==> src/pkg/tpm_pkg.sv <==
// Constants and types for the three-port pin function multiplexer
package tpm_pkg;

   // ---------------------------------------------------------------
   // Bus and port widths
   // ---------------------------------------------------------------
   localparam int unsigned ADDR_W     = 12;
   localparam int unsigned DATA_W     = 32;
   localparam int unsigned CS_W       = 3;
   localparam int unsigned AN_W       = 4;
   localparam int unsigned SB_W       = 4;
   localparam int unsigned REG_W      = 8;

   // ---------------------------------------------------------------
   // Register indices; byte address is four times the index
   // ---------------------------------------------------------------
   localparam logic [7:0] IDX_CS_DATA   = 8'h0c;
   localparam logic [7:0] IDX_ANALOG    = 8'h0d;
   localparam logic [7:0] IDX_CS_DIR    = 8'h0e;
   localparam logic [7:0] IDX_CS_FUNC   = 8'h0f;
   localparam logic [7:0] IDX_SB_DATA   = 8'h10;
   localparam logic [7:0] IDX_SB_DIR    = 8'h11;
   localparam logic [7:0] IDX_SB_FUNC   = 8'h12;

   // ---------------------------------------------------------------
   // Reset values
   // ---------------------------------------------------------------
   localparam logic [CS_W-1:0] RST_CS_LATCH = 3'h7;
   localparam logic [CS_W-1:0] RST_CS_DIR   = 3'h0;
   localparam logic [CS_W-1:0] RST_CS_FUNC  = 3'h0;
   localparam logic [SB_W-1:0] RST_SB_LATCH = 4'hf;
   localparam logic [SB_W-1:0] RST_SB_DIR   = 4'h0;
   localparam logic [SB_W-1:0] RST_SB_FUNC  = 4'h0;

   // ---------------------------------------------------------------
   // Field positions
   // ---------------------------------------------------------------
   localparam int unsigned AN_TRIG_BIT  = 3;
   localparam int unsigned SB_SCK_BIT   = 0;
   localparam int unsigned SB_SDA_BIT   = 1;
   localparam int unsigned SB_SCL_BIT   = 2;
   localparam int unsigned SB_INT_BIT   = 3;

   // ---------------------------------------------------------------
   // Register selector
   // ---------------------------------------------------------------
   typedef enum logic [2:0] {
      TPM_SEL_NONE    = 3'h0,
      TPM_SEL_CS_DATA = 3'h1,
      TPM_SEL_ANALOG  = 3'h2,
      TPM_SEL_CS_DIR  = 3'h3,
      TPM_SEL_CS_FUNC = 3'h4,
      TPM_SEL_SB_DATA = 3'h5,
      TPM_SEL_SB_DIR  = 3'h6,
      TPM_SEL_SB_FUNC = 3'h7
   } tpm_sel_e;

endpackage

==> src/hdl/tpm_pin_mux.sv <==
// Pin logic for the chip-select, converter and serial-bus ports with APB access
//
// Chosen here: the APB slave port.
`timescale 1ns/100ps

module tpm_pin_mux
   import tpm_pkg::*;
(
   input  wire logic              clk,
   input  wire logic              sys_rst,
   // APB slave
   input  wire logic              psel,
   input  wire logic              penable,
   input  wire logic              pwrite,
   input  wire logic [ADDR_W-1:0] paddr,
   input  wire logic [DATA_W-1:0] pwdata,
   output logic      [DATA_W-1:0] prdata,
   output logic                   pready,
   output logic                   pslverr,
   // Chip-select port pins
   input  wire logic [CS_W-1:0]   cs_pin_in,
   output logic      [CS_W-1:0]   cs_pin_out,
   output logic      [CS_W-1:0]   cs_pin_oe_n,
   output logic      [CS_W-1:0]   cs_pin_pullup,
   // Chip selects from the memory controller, active low
   input  wire logic              chip_select_zero_n,
   input  wire logic              chip_select_one_n,
   input  wire logic              chip_select_two_n,
   // Converter port pins
   input  wire logic [AN_W-1:0]   analog_pin_in,
   output logic                   converter_trigger_pin,
   // Serial-bus port pins
   input  wire logic [SB_W-1:0]   sb_pin_in,
   output logic      [SB_W-1:0]   sb_pin_out,
   output logic      [SB_W-1:0]   sb_pin_oe_n,
   // Serial bus interface side
   input  wire logic              sbi_i2c_mode,
   input  wire logic              sbi_sck_out,
   input  wire logic              sbi_sck_drive,
   input  wire logic              sbi_so_sda_out,
   input  wire logic              sbi_scl_out,
   output logic                   sbi_sck_in,
   output logic                   sbi_sda_in,
   output logic                   sbi_si_scl_in,
   output logic                   external_interrupt_zero
);

   // ---------------------------------------------------------------
   // State
   // ---------------------------------------------------------------
   typedef struct packed {
      logic [CS_W-1:0]   cs_sync1;
      logic [CS_W-1:0]   cs_sync2;
      logic [AN_W-1:0]   an_sync1;
      logic [AN_W-1:0]   an_sync2;
      logic [SB_W-1:0]   sb_sync1;
      logic [SB_W-1:0]   sb_sync2;
      logic [CS_W-1:0]   cs_latch;
      logic [CS_W-1:0]   cs_dir;
      logic [CS_W-1:0]   cs_func;
      logic [SB_W-1:0]   sb_latch;
      logic [SB_W-1:0]   sb_dir;
      logic [SB_W-1:0]   sb_func;
      logic [CS_W-1:0]   cs_out;
      logic [CS_W-1:0]   cs_oe_n;
      logic [CS_W-1:0]   cs_pullup;
      logic [SB_W-1:0]   sb_out;
      logic [SB_W-1:0]   sb_oe_n;
      logic [DATA_W-1:0] rdata;
   } tpm_state_s;

   tpm_state_s st;
   tpm_state_s next_st;

   // ---------------------------------------------------------------
   // Address decode
   // ---------------------------------------------------------------
   function automatic tpm_sel_e decode_addr(input logic [ADDR_W-1:0] addr);
      logic [ADDR_W-3:0] idx;
      tpm_sel_e          sel;
      idx = addr[ADDR_W-1:2];
      sel = TPM_SEL_NONE;
      if (addr[1:0] == 2'h0) begin
         case (idx)
            10'(IDX_CS_DATA): sel = TPM_SEL_CS_DATA;
            10'(IDX_ANALOG):  sel = TPM_SEL_ANALOG;
            10'(IDX_CS_DIR):  sel = TPM_SEL_CS_DIR;
            10'(IDX_CS_FUNC): sel = TPM_SEL_CS_FUNC;
            10'(IDX_SB_DATA): sel = TPM_SEL_SB_DATA;
            10'(IDX_SB_DIR):  sel = TPM_SEL_SB_DIR;
            10'(IDX_SB_FUNC): sel = TPM_SEL_SB_FUNC;
            default:          sel = TPM_SEL_NONE;
         endcase
      end
      return sel;
   endfunction

   // ---------------------------------------------------------------
   // Read data
   // ---------------------------------------------------------------
   // Data words read the synced pins, never the latch
   // Write-only and unmapped words read as zero
   function automatic logic [DATA_W-1:0] read_word(
      input tpm_sel_e        rsel,
      input logic [CS_W-1:0] cs_lvl,
      input logic [AN_W-1:0] an_lvl,
      input logic [SB_W-1:0] sb_lvl
   );
      logic [DATA_W-1:0] word;
      word = '0;
      case (rsel)
         TPM_SEL_CS_DATA: word = DATA_W'(cs_lvl);
         TPM_SEL_ANALOG:  word = DATA_W'(an_lvl);
         TPM_SEL_SB_DATA: word = DATA_W'(sb_lvl);
         default:         word = '0;
      endcase
      return word;
   endfunction

   // ---------------------------------------------------------------
   // Alternate function ownership
   // ---------------------------------------------------------------
   // Both bits needed: with function set first, port data never leaks out
   function automatic logic alt_owned(input logic func_bit, input logic dir_bit);
      return func_bit && dir_bit;
   endfunction

   tpm_sel_e    sel;
   logic        wr_en;
   logic        setup;
   logic [CS_W-1:0] cs_alt;

   assign sel    = decode_addr(paddr);
   assign setup  = psel && !penable;
   assign wr_en  = psel && penable && pwrite;
   assign cs_alt = {chip_select_two_n, chip_select_one_n, chip_select_zero_n};

   // Zero wait states; unmapped words answer with an error
   // Writes to the converter word are dropped without an error
   assign pready  = 1'b1;
   assign pslverr = psel && penable && (sel == TPM_SEL_NONE);

   // ---------------------------------------------------------------
   // Next-state logic
   // ---------------------------------------------------------------
   always_comb begin
      next_st = st;

      // Pins cross in from the board through two flops
      next_st.cs_sync1 = cs_pin_in;
      next_st.cs_sync2 = st.cs_sync1;
      next_st.an_sync1 = analog_pin_in;
      next_st.an_sync2 = st.an_sync1;
      next_st.sb_sync1 = sb_pin_in;
      next_st.sb_sync2 = st.sb_sync1;

      // Register writes
      // Converter word has no storage; writes to it fall through
      if (wr_en) begin
         case (sel)
            TPM_SEL_CS_DATA: next_st.cs_latch = pwdata[CS_W-1:0];
            TPM_SEL_CS_DIR:  next_st.cs_dir   = pwdata[CS_W-1:0];
            TPM_SEL_CS_FUNC: next_st.cs_func  = pwdata[CS_W-1:0];
            TPM_SEL_SB_DATA: next_st.sb_latch = pwdata[SB_W-1:0];
            TPM_SEL_SB_DIR:  next_st.sb_dir   = pwdata[SB_W-1:0];
            TPM_SEL_SB_FUNC: next_st.sb_func  = pwdata[SB_W-1:0];
            default: ;
         endcase
      end

      // Read data is captured in the setup cycle so it stands in the access cycle
      if (setup) begin
         next_st.rdata = read_word(sel, st.cs_sync2, st.an_sync2, st.sb_sync2);
      end

      // Chip-select port drive
      for (int i = 0; i < CS_W; i++) begin
         // Chip-select value prepared even while the pin is still an input
         next_st.cs_out[i]    = st.cs_func[i] ? cs_alt[i] : st.cs_latch[i];
         next_st.cs_oe_n[i]   = !st.cs_dir[i];
         // Pull-up follows the latch only while the pin is an input
         next_st.cs_pullup[i] = !st.cs_dir[i] && st.cs_latch[i];
      end

      // Serial-bus port drive, plain port by default
      // Alternate drive needs the direction bit as well
      for (int i = 0; i < SB_W; i++) begin
         next_st.sb_out[i]  = st.sb_latch[i];
         next_st.sb_oe_n[i] = !st.sb_dir[i];
      end

      // Pin 0: serial clock, two-way in synchronous mode
      if (alt_owned(st.sb_func[SB_SCK_BIT], st.sb_dir[SB_SCK_BIT])) begin
         next_st.sb_out[SB_SCK_BIT]  = sbi_sck_out;
         next_st.sb_oe_n[SB_SCK_BIT] = sbi_i2c_mode || !sbi_sck_drive;
      end

      // Pin 1: open-drain data in bus mode, push-pull data out otherwise
      if (alt_owned(st.sb_func[SB_SDA_BIT], st.sb_dir[SB_SDA_BIT])) begin
         if (sbi_i2c_mode) begin
            next_st.sb_out[SB_SDA_BIT]  = 1'b0;
            next_st.sb_oe_n[SB_SDA_BIT] = sbi_so_sda_out;
         end else begin
            next_st.sb_out[SB_SDA_BIT]  = sbi_so_sda_out;
            next_st.sb_oe_n[SB_SDA_BIT] = 1'b0;
         end
      end

      // Pin 2: receive input in synchronous mode, open-drain clock in bus mode
      if (alt_owned(st.sb_func[SB_SCL_BIT], st.sb_dir[SB_SCL_BIT])) begin
         next_st.sb_out[SB_SCL_BIT]  = 1'b0;
         next_st.sb_oe_n[SB_SCL_BIT] = sbi_i2c_mode ? sbi_scl_out : 1'b1;
      end

      // Pin 3 has no drivable alternate; as an output it stays a plain port
   end

   // ---------------------------------------------------------------
   // State register
   // ---------------------------------------------------------------
   // Pins come up released with pull-ups on; synced copies read low at first
   always_ff @(posedge clk or posedge sys_rst) begin
      if (sys_rst) begin
         st.cs_sync1  <= '0;
         st.cs_sync2  <= '0;
         st.an_sync1  <= '0;
         st.an_sync2  <= '0;
         st.sb_sync1  <= '0;
         st.sb_sync2  <= '0;
         st.cs_latch  <= RST_CS_LATCH;
         st.cs_dir    <= RST_CS_DIR;
         st.cs_func   <= RST_CS_FUNC;
         st.sb_latch  <= RST_SB_LATCH;
         st.sb_dir    <= RST_SB_DIR;
         st.sb_func   <= RST_SB_FUNC;
         st.cs_out    <= RST_CS_LATCH;
         st.cs_oe_n   <= '1;
         st.cs_pullup <= RST_CS_LATCH;
         st.sb_out    <= RST_SB_LATCH;
         st.sb_oe_n   <= '1;
         st.rdata     <= '0;
      end else begin
         st <= next_st;
      end
   end

   // ---------------------------------------------------------------
   // Outputs
   // ---------------------------------------------------------------
   assign prdata                  = st.rdata;
   assign cs_pin_out              = st.cs_out;
   assign cs_pin_oe_n             = st.cs_oe_n;
   assign cs_pin_pullup           = st.cs_pullup;
   assign sb_pin_out              = st.sb_out;
   assign sb_pin_oe_n             = st.sb_oe_n;
   // Converter decides itself whether to honour the trigger
   assign converter_trigger_pin   = st.an_sync2[AN_TRIG_BIT];
   // Synced pin levels reach the peripherals two edges late
   assign sbi_sck_in              = st.sb_sync2[SB_SCK_BIT];
   assign sbi_sda_in              = st.sb_sync2[SB_SDA_BIT];
   assign sbi_si_scl_in           = st.sb_sync2[SB_SCL_BIT];
   // Interrupt input is fed whatever the pin's function setting
   assign external_interrupt_zero = st.sb_sync2[SB_INT_BIT];

endmodule

==> config.mk <==
export PLATFORM = sky130hd
export DESIGN_NAME = tpm_pin_mux
export DESIGN_NICKNAME = d
export VERILOG_FILES = /design/src/pkg/tpm_pkg.sv /design/src/hdl/tpm_pin_mux.sv
export SDC_FILE = /design/constraint.sdc
export NUM_CORES = 1
export LEC_CHECK = 0
export BUFFER_PORTS_ARGS = -buffer_cell sky130_fd_sc_hd__buf_4
export CAP_MARGIN = 10
export CORE_AREA = 2 2 89 83
export DETAILED_ROUTE_END_ITERATION = 7
export DIE_AREA = 0 0 91 85
export MAX_ROUTING_LAYER = met4
export PLACE_DENSITY = 0.74
export SKIP_LAST_GASP = 1
export SLEW_MARGIN = 5
export SYNTH_ARGS = -nofsm -noshare
export SYNTH_HDL_FRONTEND = slang
export SYNTH_SLANG_ARGS = --single-unit
==> constraint.sdc <==
create_clock -name clk -period 1.95 [get_ports clk]
set_input_delay 0.2925 -clock clk [delete_from_list [all_inputs] [get_ports clk]]
set_output_delay 0.2925 -clock clk [all_outputs]
set_load 0.02 [all_outputs]
==> Word level (Yosys, flattened, before mapping) <==
Index checks and enable logic that the tools add are counted.
{ "word_totals": {"register_bits": 91, "inputBits": 68, "output_inout_bits": 56} }
{ "classes": {"n_eq_ne": 14, "muxes": 15, "n_reduce_logical": 28} }
{ "op_table": {"columns": ["cell", "n"], "rows": [
  ["== test 10 x 4 -> 1 bit (second input constant)", 4],
  ["== test 10 x 5 -> 1 bit (second input constant)", 3],
  ["case mux 3 bit (7 select lines)", 1],
  ["== test 3 bit (second input constant)", 4],
  ["two-way mux 1 bit", 12],
  ["case mux 4 bit (3 select lines)", 1],
  ["AND reduction 2 bit", 6],
  ["logical AND 1 bit", 10],
  ["logical NOT 1 bit", 9],
  ["== test 3 x 2 -> 1 bit (second input constant)", 2],
  ["== test 3 x 1 -> 1 bit (second input constant)", 1],
  ["logical NOT 3 bit", 1],
  ["two-way mux 3 bit", 1],
  ["logical NOT 2 bit", 1],
  ["logical OR 1 bit", 1]
]} }

==> Longest topological paths before layout <==
{ "logic_depth": {"word_depth": 5, "mapped_depth": 5} }

==> Worst setup path before layout <==
OpenSTA, ideal clock, no wires.
{ "synth_path": {"kind": "input to register", "start": "input paddr[11]", "end": "register st[64] in the netlist's numbering", "setup_time_ns": 0.128, "arrival_ns": 1.807, "t_required_ns": 1.822, "path_slack_ns": 0.016, "cell_stages": 4, "n_path_buf": 0, "cell_sequence": "or4_4 -> or3_4 -> nor3_2 -> mux2_1"} }
{ "synth_between": {"elab_chain_len": 5, "elab_cells_between_ends": 11, "cone_classes": "eq/ne: 8; mux: 2; reduce/logical: 1"} }
{ "synth_lines": {"columns": ["item", "line", "source"], "rows": [
  ["start: declaration", "tpm_pin_mux.sv:15", "input wire logic [ADDR_W-1:0] paddr,"],
  ["== test 10 x 5 -> 1 bit or == test 10 x 4 -> 1 bit (tied branches)", "tpm_pin_mux.sv:84", "case (idx)"],
  ["case mux 3 bit (7 select lines) *", "tpm_pin_mux.sv:84", null],
  ["two-way mux 3 bit *", "tpm_pin_mux.sv:83", "if (addr[1:0] == 2'h0) begin"],
  ["== test 3 x 2 -> 1 bit *", "tpm_pin_mux.sv:160", "case (sel)"],
  ["AND reduction 2 bit (no line) *", null, null],
  ["end signal: assignment", "tpm_pin_mux.sv:243", "st <= next_st;"],
  ["end: declaration", "tpm_pin_mux.sv:72", "tpm_state_s st;"]
]} }
Mark *: on every way between the ends. The rest lies on a longest branch, timed or not.
A chain may end at the register's enable or synchronous reset.

==> Worst setup path after layout <==
{ "layout_path": {"start": "input paddr[11]", "end": "output pslverr"} }
{ "layout_between": {"elab_chain_len": 5, "elab_cells_between_ends": 11, "cone_classes": "eq/ne: 7; mux: 2; reduce/logical: 2"} }
{ "layout_lines": {"columns": ["item", "line", "source"], "rows": [
  ["== test 10 x 5 -> 1 bit or == test 10 x 4 -> 1 bit (tied branches)", "tpm_pin_mux.sv:84", null],
  ["case mux 3 bit (7 select lines) *", "tpm_pin_mux.sv:84", null],
  ["two-way mux 3 bit *", "tpm_pin_mux.sv:83", null],
  ["logical NOT 3 bit *", "tpm_pin_mux.sv:141", "assign pslverr = psel && penable && (sel == TPM_SEL_NONE);"],
  ["logical AND 1 bit *", "tpm_pin_mux.sv:141", null],
  ["end: declaration", "tpm_pin_mux.sv:19", "output logic pslverr,"]
]} }
Marks and branches as above.

==> impl_metrics.csv <==
group,metric,value,unit
outcome,outcome,"complete, no violations",
routing,wl,5030,µm
critical_path,crit_buf_inv,2,
die,dieHeight,85,µm
final_layout,drive_above_1_share,45.9,%
placement,dpl.hpwl,3690,µm
critical_path,crit_chain,"buf_4 -> or4_4 -> or2_1 -> a21oi_2 -> nor2_1 -> buf_4",
routing,drc_errors,0,
min_path,hp-class,"in2async",
timing,worstMarginPinSlew,0.553,ns
grt,grt_use_total,14.3,%
final_layout,final_nets,353,
grt,grt_pass1_wl,8100,µm
timing,finalCriticalPeriod,1.90,ns
yosys,synthArstFlopShare,100,%
critical_path,ff2ff_path_depth,4,
placement,dp.cells,367,
die,dieArea,7740,µm²
yosys,synth_most_common_cell,"buf_4",
cts,clk_latency,0.34,ns
critical_path,cp_max_fo,3,
cts,htree_levels,3,
cts,cts-buffers-inserted,9,
yosys,synth_ff_type,"dfrtp_1",
placement,io_buffers,66,
grt,first_global_vias,1688,
critical_path,arrival,1.61,ns
yosys,ys_ff_latch,63,
grt,gr-total-overflow,0,
power,leakage,1.67,nW
placement,dp_slack,-0.243,ns
critical_path,crit_path_end_kind,"output pin",
cts,cts_setup_buffers,0,
yosys,syn-cell-area,2850,µm²
cts,cts.clk_slew.worst_paths,0.06,ns
placement,gp_congestion,0.740,
timing,worst_slack,0.0518,ns
timing,fmax,527,MHz
cts,cts_buffer_depth,2,
routing,via_count,1731,
die,core-area,6820,µm²
die,ios,124,
routing,vias_per_cell,4.52,
cts,ctsRootBufferMaster,"clkbuf_8",
critical_path,cp_common_cell,"buf_4",
timing,slew_headroom,63.1,%
grt,antenna_found_initial,0,
cts,cts_tree,"yes",
critical_path,slowest_stage,"or4_4",
timing,fin_hold_ws,0.00974,ns
critical_path,r2r-end,"prdata[1]$_DFFE_PP0P_",
final_layout,syn2layout_area_growth,21.0,%
yosys,synth_top_cell_by_area,"dfrtp_1",
power,power.density,750,nW/µm²
timing,drv_slew,0,
final_layout,final_util,50.6,%
final_layout,final_cells,383,
timing,rsz0062_at_grt,"no",
yosys,seq_area_frac_synth,56.4,%
yosys,synth_edf_count,0,
die,start_util,41.8,%
routing,wire_per_inst,13.1,µm
grt,grt_max_degree,64,
critical_path,path_class,"in2out",
final_layout,diodes,0,
routing,dr.pass1.iters,4,
timing,hold_viol_final,0,
yosys,avgSynthCellArea,12.8,µm²
cts,clock-sinks,63,
critical_path,critPathMaxStageDelay,0.54,ns
yosys,synth_cell_types,43,
job,drv_cap,0,
yosys,synth_common_cells,"50 x buf_4, 39 x dfrtp_1, 24 x dfstp_2",
critical_path,reg2reg_from,"sbi_sda_in$_DFF_PP0_",
timing,finalCritPeriodShare,97.3,%
timing,setup-violations-final,0,
yosys,synth_cells,223,
yosys,synth.top_cell.area_share,34.2,%
critical_path,start_kind,"primary input",
yosys,yosys_warnings,0,
die,die_width,91,µm
yosys,ys_top_cells_by_area,"dfrtp_1 34%, dfstp_2 22%, buf_4 13%",
power,peakVddDrop,0.494,mV
routing,drtIter0Drc,69,
die,num_rows,29,
critical_path,path_delay_family,"simple AND/OR/NAND/NOR gates",
critical_path,rrSetupSlack,0.66,ns
routing,ant_nets,0,
cts,ctsHoldBuffers,0,
cts,cts_resized,0,
timing,finClkSkew,0.00628,ns
critical_path,cp.required,1.66,ns
## worst max-delay path by stage
| stage | start | end | slack [ns] | cells after the start |
|---|---|---|---|---|
| 3_5_place_dp | paddr[11] | st[58]$_DFFE_PP1P_ | -0.24 | 5 |
| 6_report | paddr[11] | pslverr | 0.05 | 6 |
| 3_3_place_gp | paddr[11] | next_st[39]$_DFFE_PP1P_ | -0.21 | 5 |
| 4_1_cts | paddr[11] | pslverr | 0.01 | 6 |
| 2_1_floorplan | paddr[11] | st[64]$_DFFE_PP0P_ | 0.02 | 4 |
| 5_1_grt | paddr[11] | pslverr | 0.02 | 6 |
## sequential cells by signal (all words and copies together) (netlist names), 3 cells and up
signal	count
prdata	4
cs_pin_pullup	3
st	25
sb_pin_oe_n	4
next_st	12
sb_pin_out	4
cs_pin_out	3
cs_pin_oe_n	3
## worst reg2reg max path, cell delays in order, from the launching register on
cell	delay [ns]
dfrtp_1	0.39
nor2b_1	0.13
a32o_1	0.25
a221oi_1	0.28
o21ai_0	0.12
## per-stage QoR
step	cell area, µm²	total power [mW]	TNS [ns]
2_1_floorplan	2950	1.54	0
3_5_place_dp	3270	1.61	-3.47
6_report	3450	2.58	0
4_1_cts	3440	2.62	0
5_1_grt	3450	2.71	0
3_3_place_gp	3270	1.60	-3.28
## cell usage in the layout, fill, tap and decap left out, drive strengths merged, types with 2 or more instances in the layout
cell type / count
a21boi: 2
a21oi: 3
a221oi: 2
a22o: 4
a32o: 2
a32oi: 2
buf: 76
clkbuf: 13
clkinv: 2
conb: 29
dfrtp: 39
dfstp: 24
inv: 9
mux2: 24
nand2: 7
nand2b: 4
nand3: 3
nor2: 5
nor2b: 8
nor3: 5
o211ai: 2
o21ai: 7
or3: 2
## area by class of cell
| cell class | instances | area (µm²) |
|---|---|---|
| timing repair buffer | 76 | 583 |
| clock buffer | 13 | 159 |
| tap | 93 | 116 |
| inverter | 9 | 33.8 |
| clock inverter | 3 | 17.5 |
| sequential | 63 | 1610 |
| multi-input combinational | 126 | 932 |
| fill | 608 | 3370 |
## report_power, final
part | total [mW] | switching, mW | internal, mW
combinational | 0.240 | 0.146 | 0.0934
sequential | 1.34 | 0.0102 | 1.33
clock | 1.00 | 0.473 | 0.527
total | 2.58 | 0.630 | 1.95
## cells by family after synthesis
| group | share of synthesized area (%) |
|---|---|
| flip-flops | 56.4 |
| buffers and inverters | 14.6 |
| AND/OR/NAND/NOR | 11.2 |
| AO/OA/AOI/OAI | 7.73 |
| multiplexers | 9.88 |
| other | 0.263 |
## layer usage
metal	up-vias	global-route usage, %	wire, µm
met5	-	-	0
met2	68	21.5	2390
met1	845	17.6	2270
met3	7	5.68	305
met4	0	4.96	74
li1	811	-	-
Power figures use the tool's default switching activity.
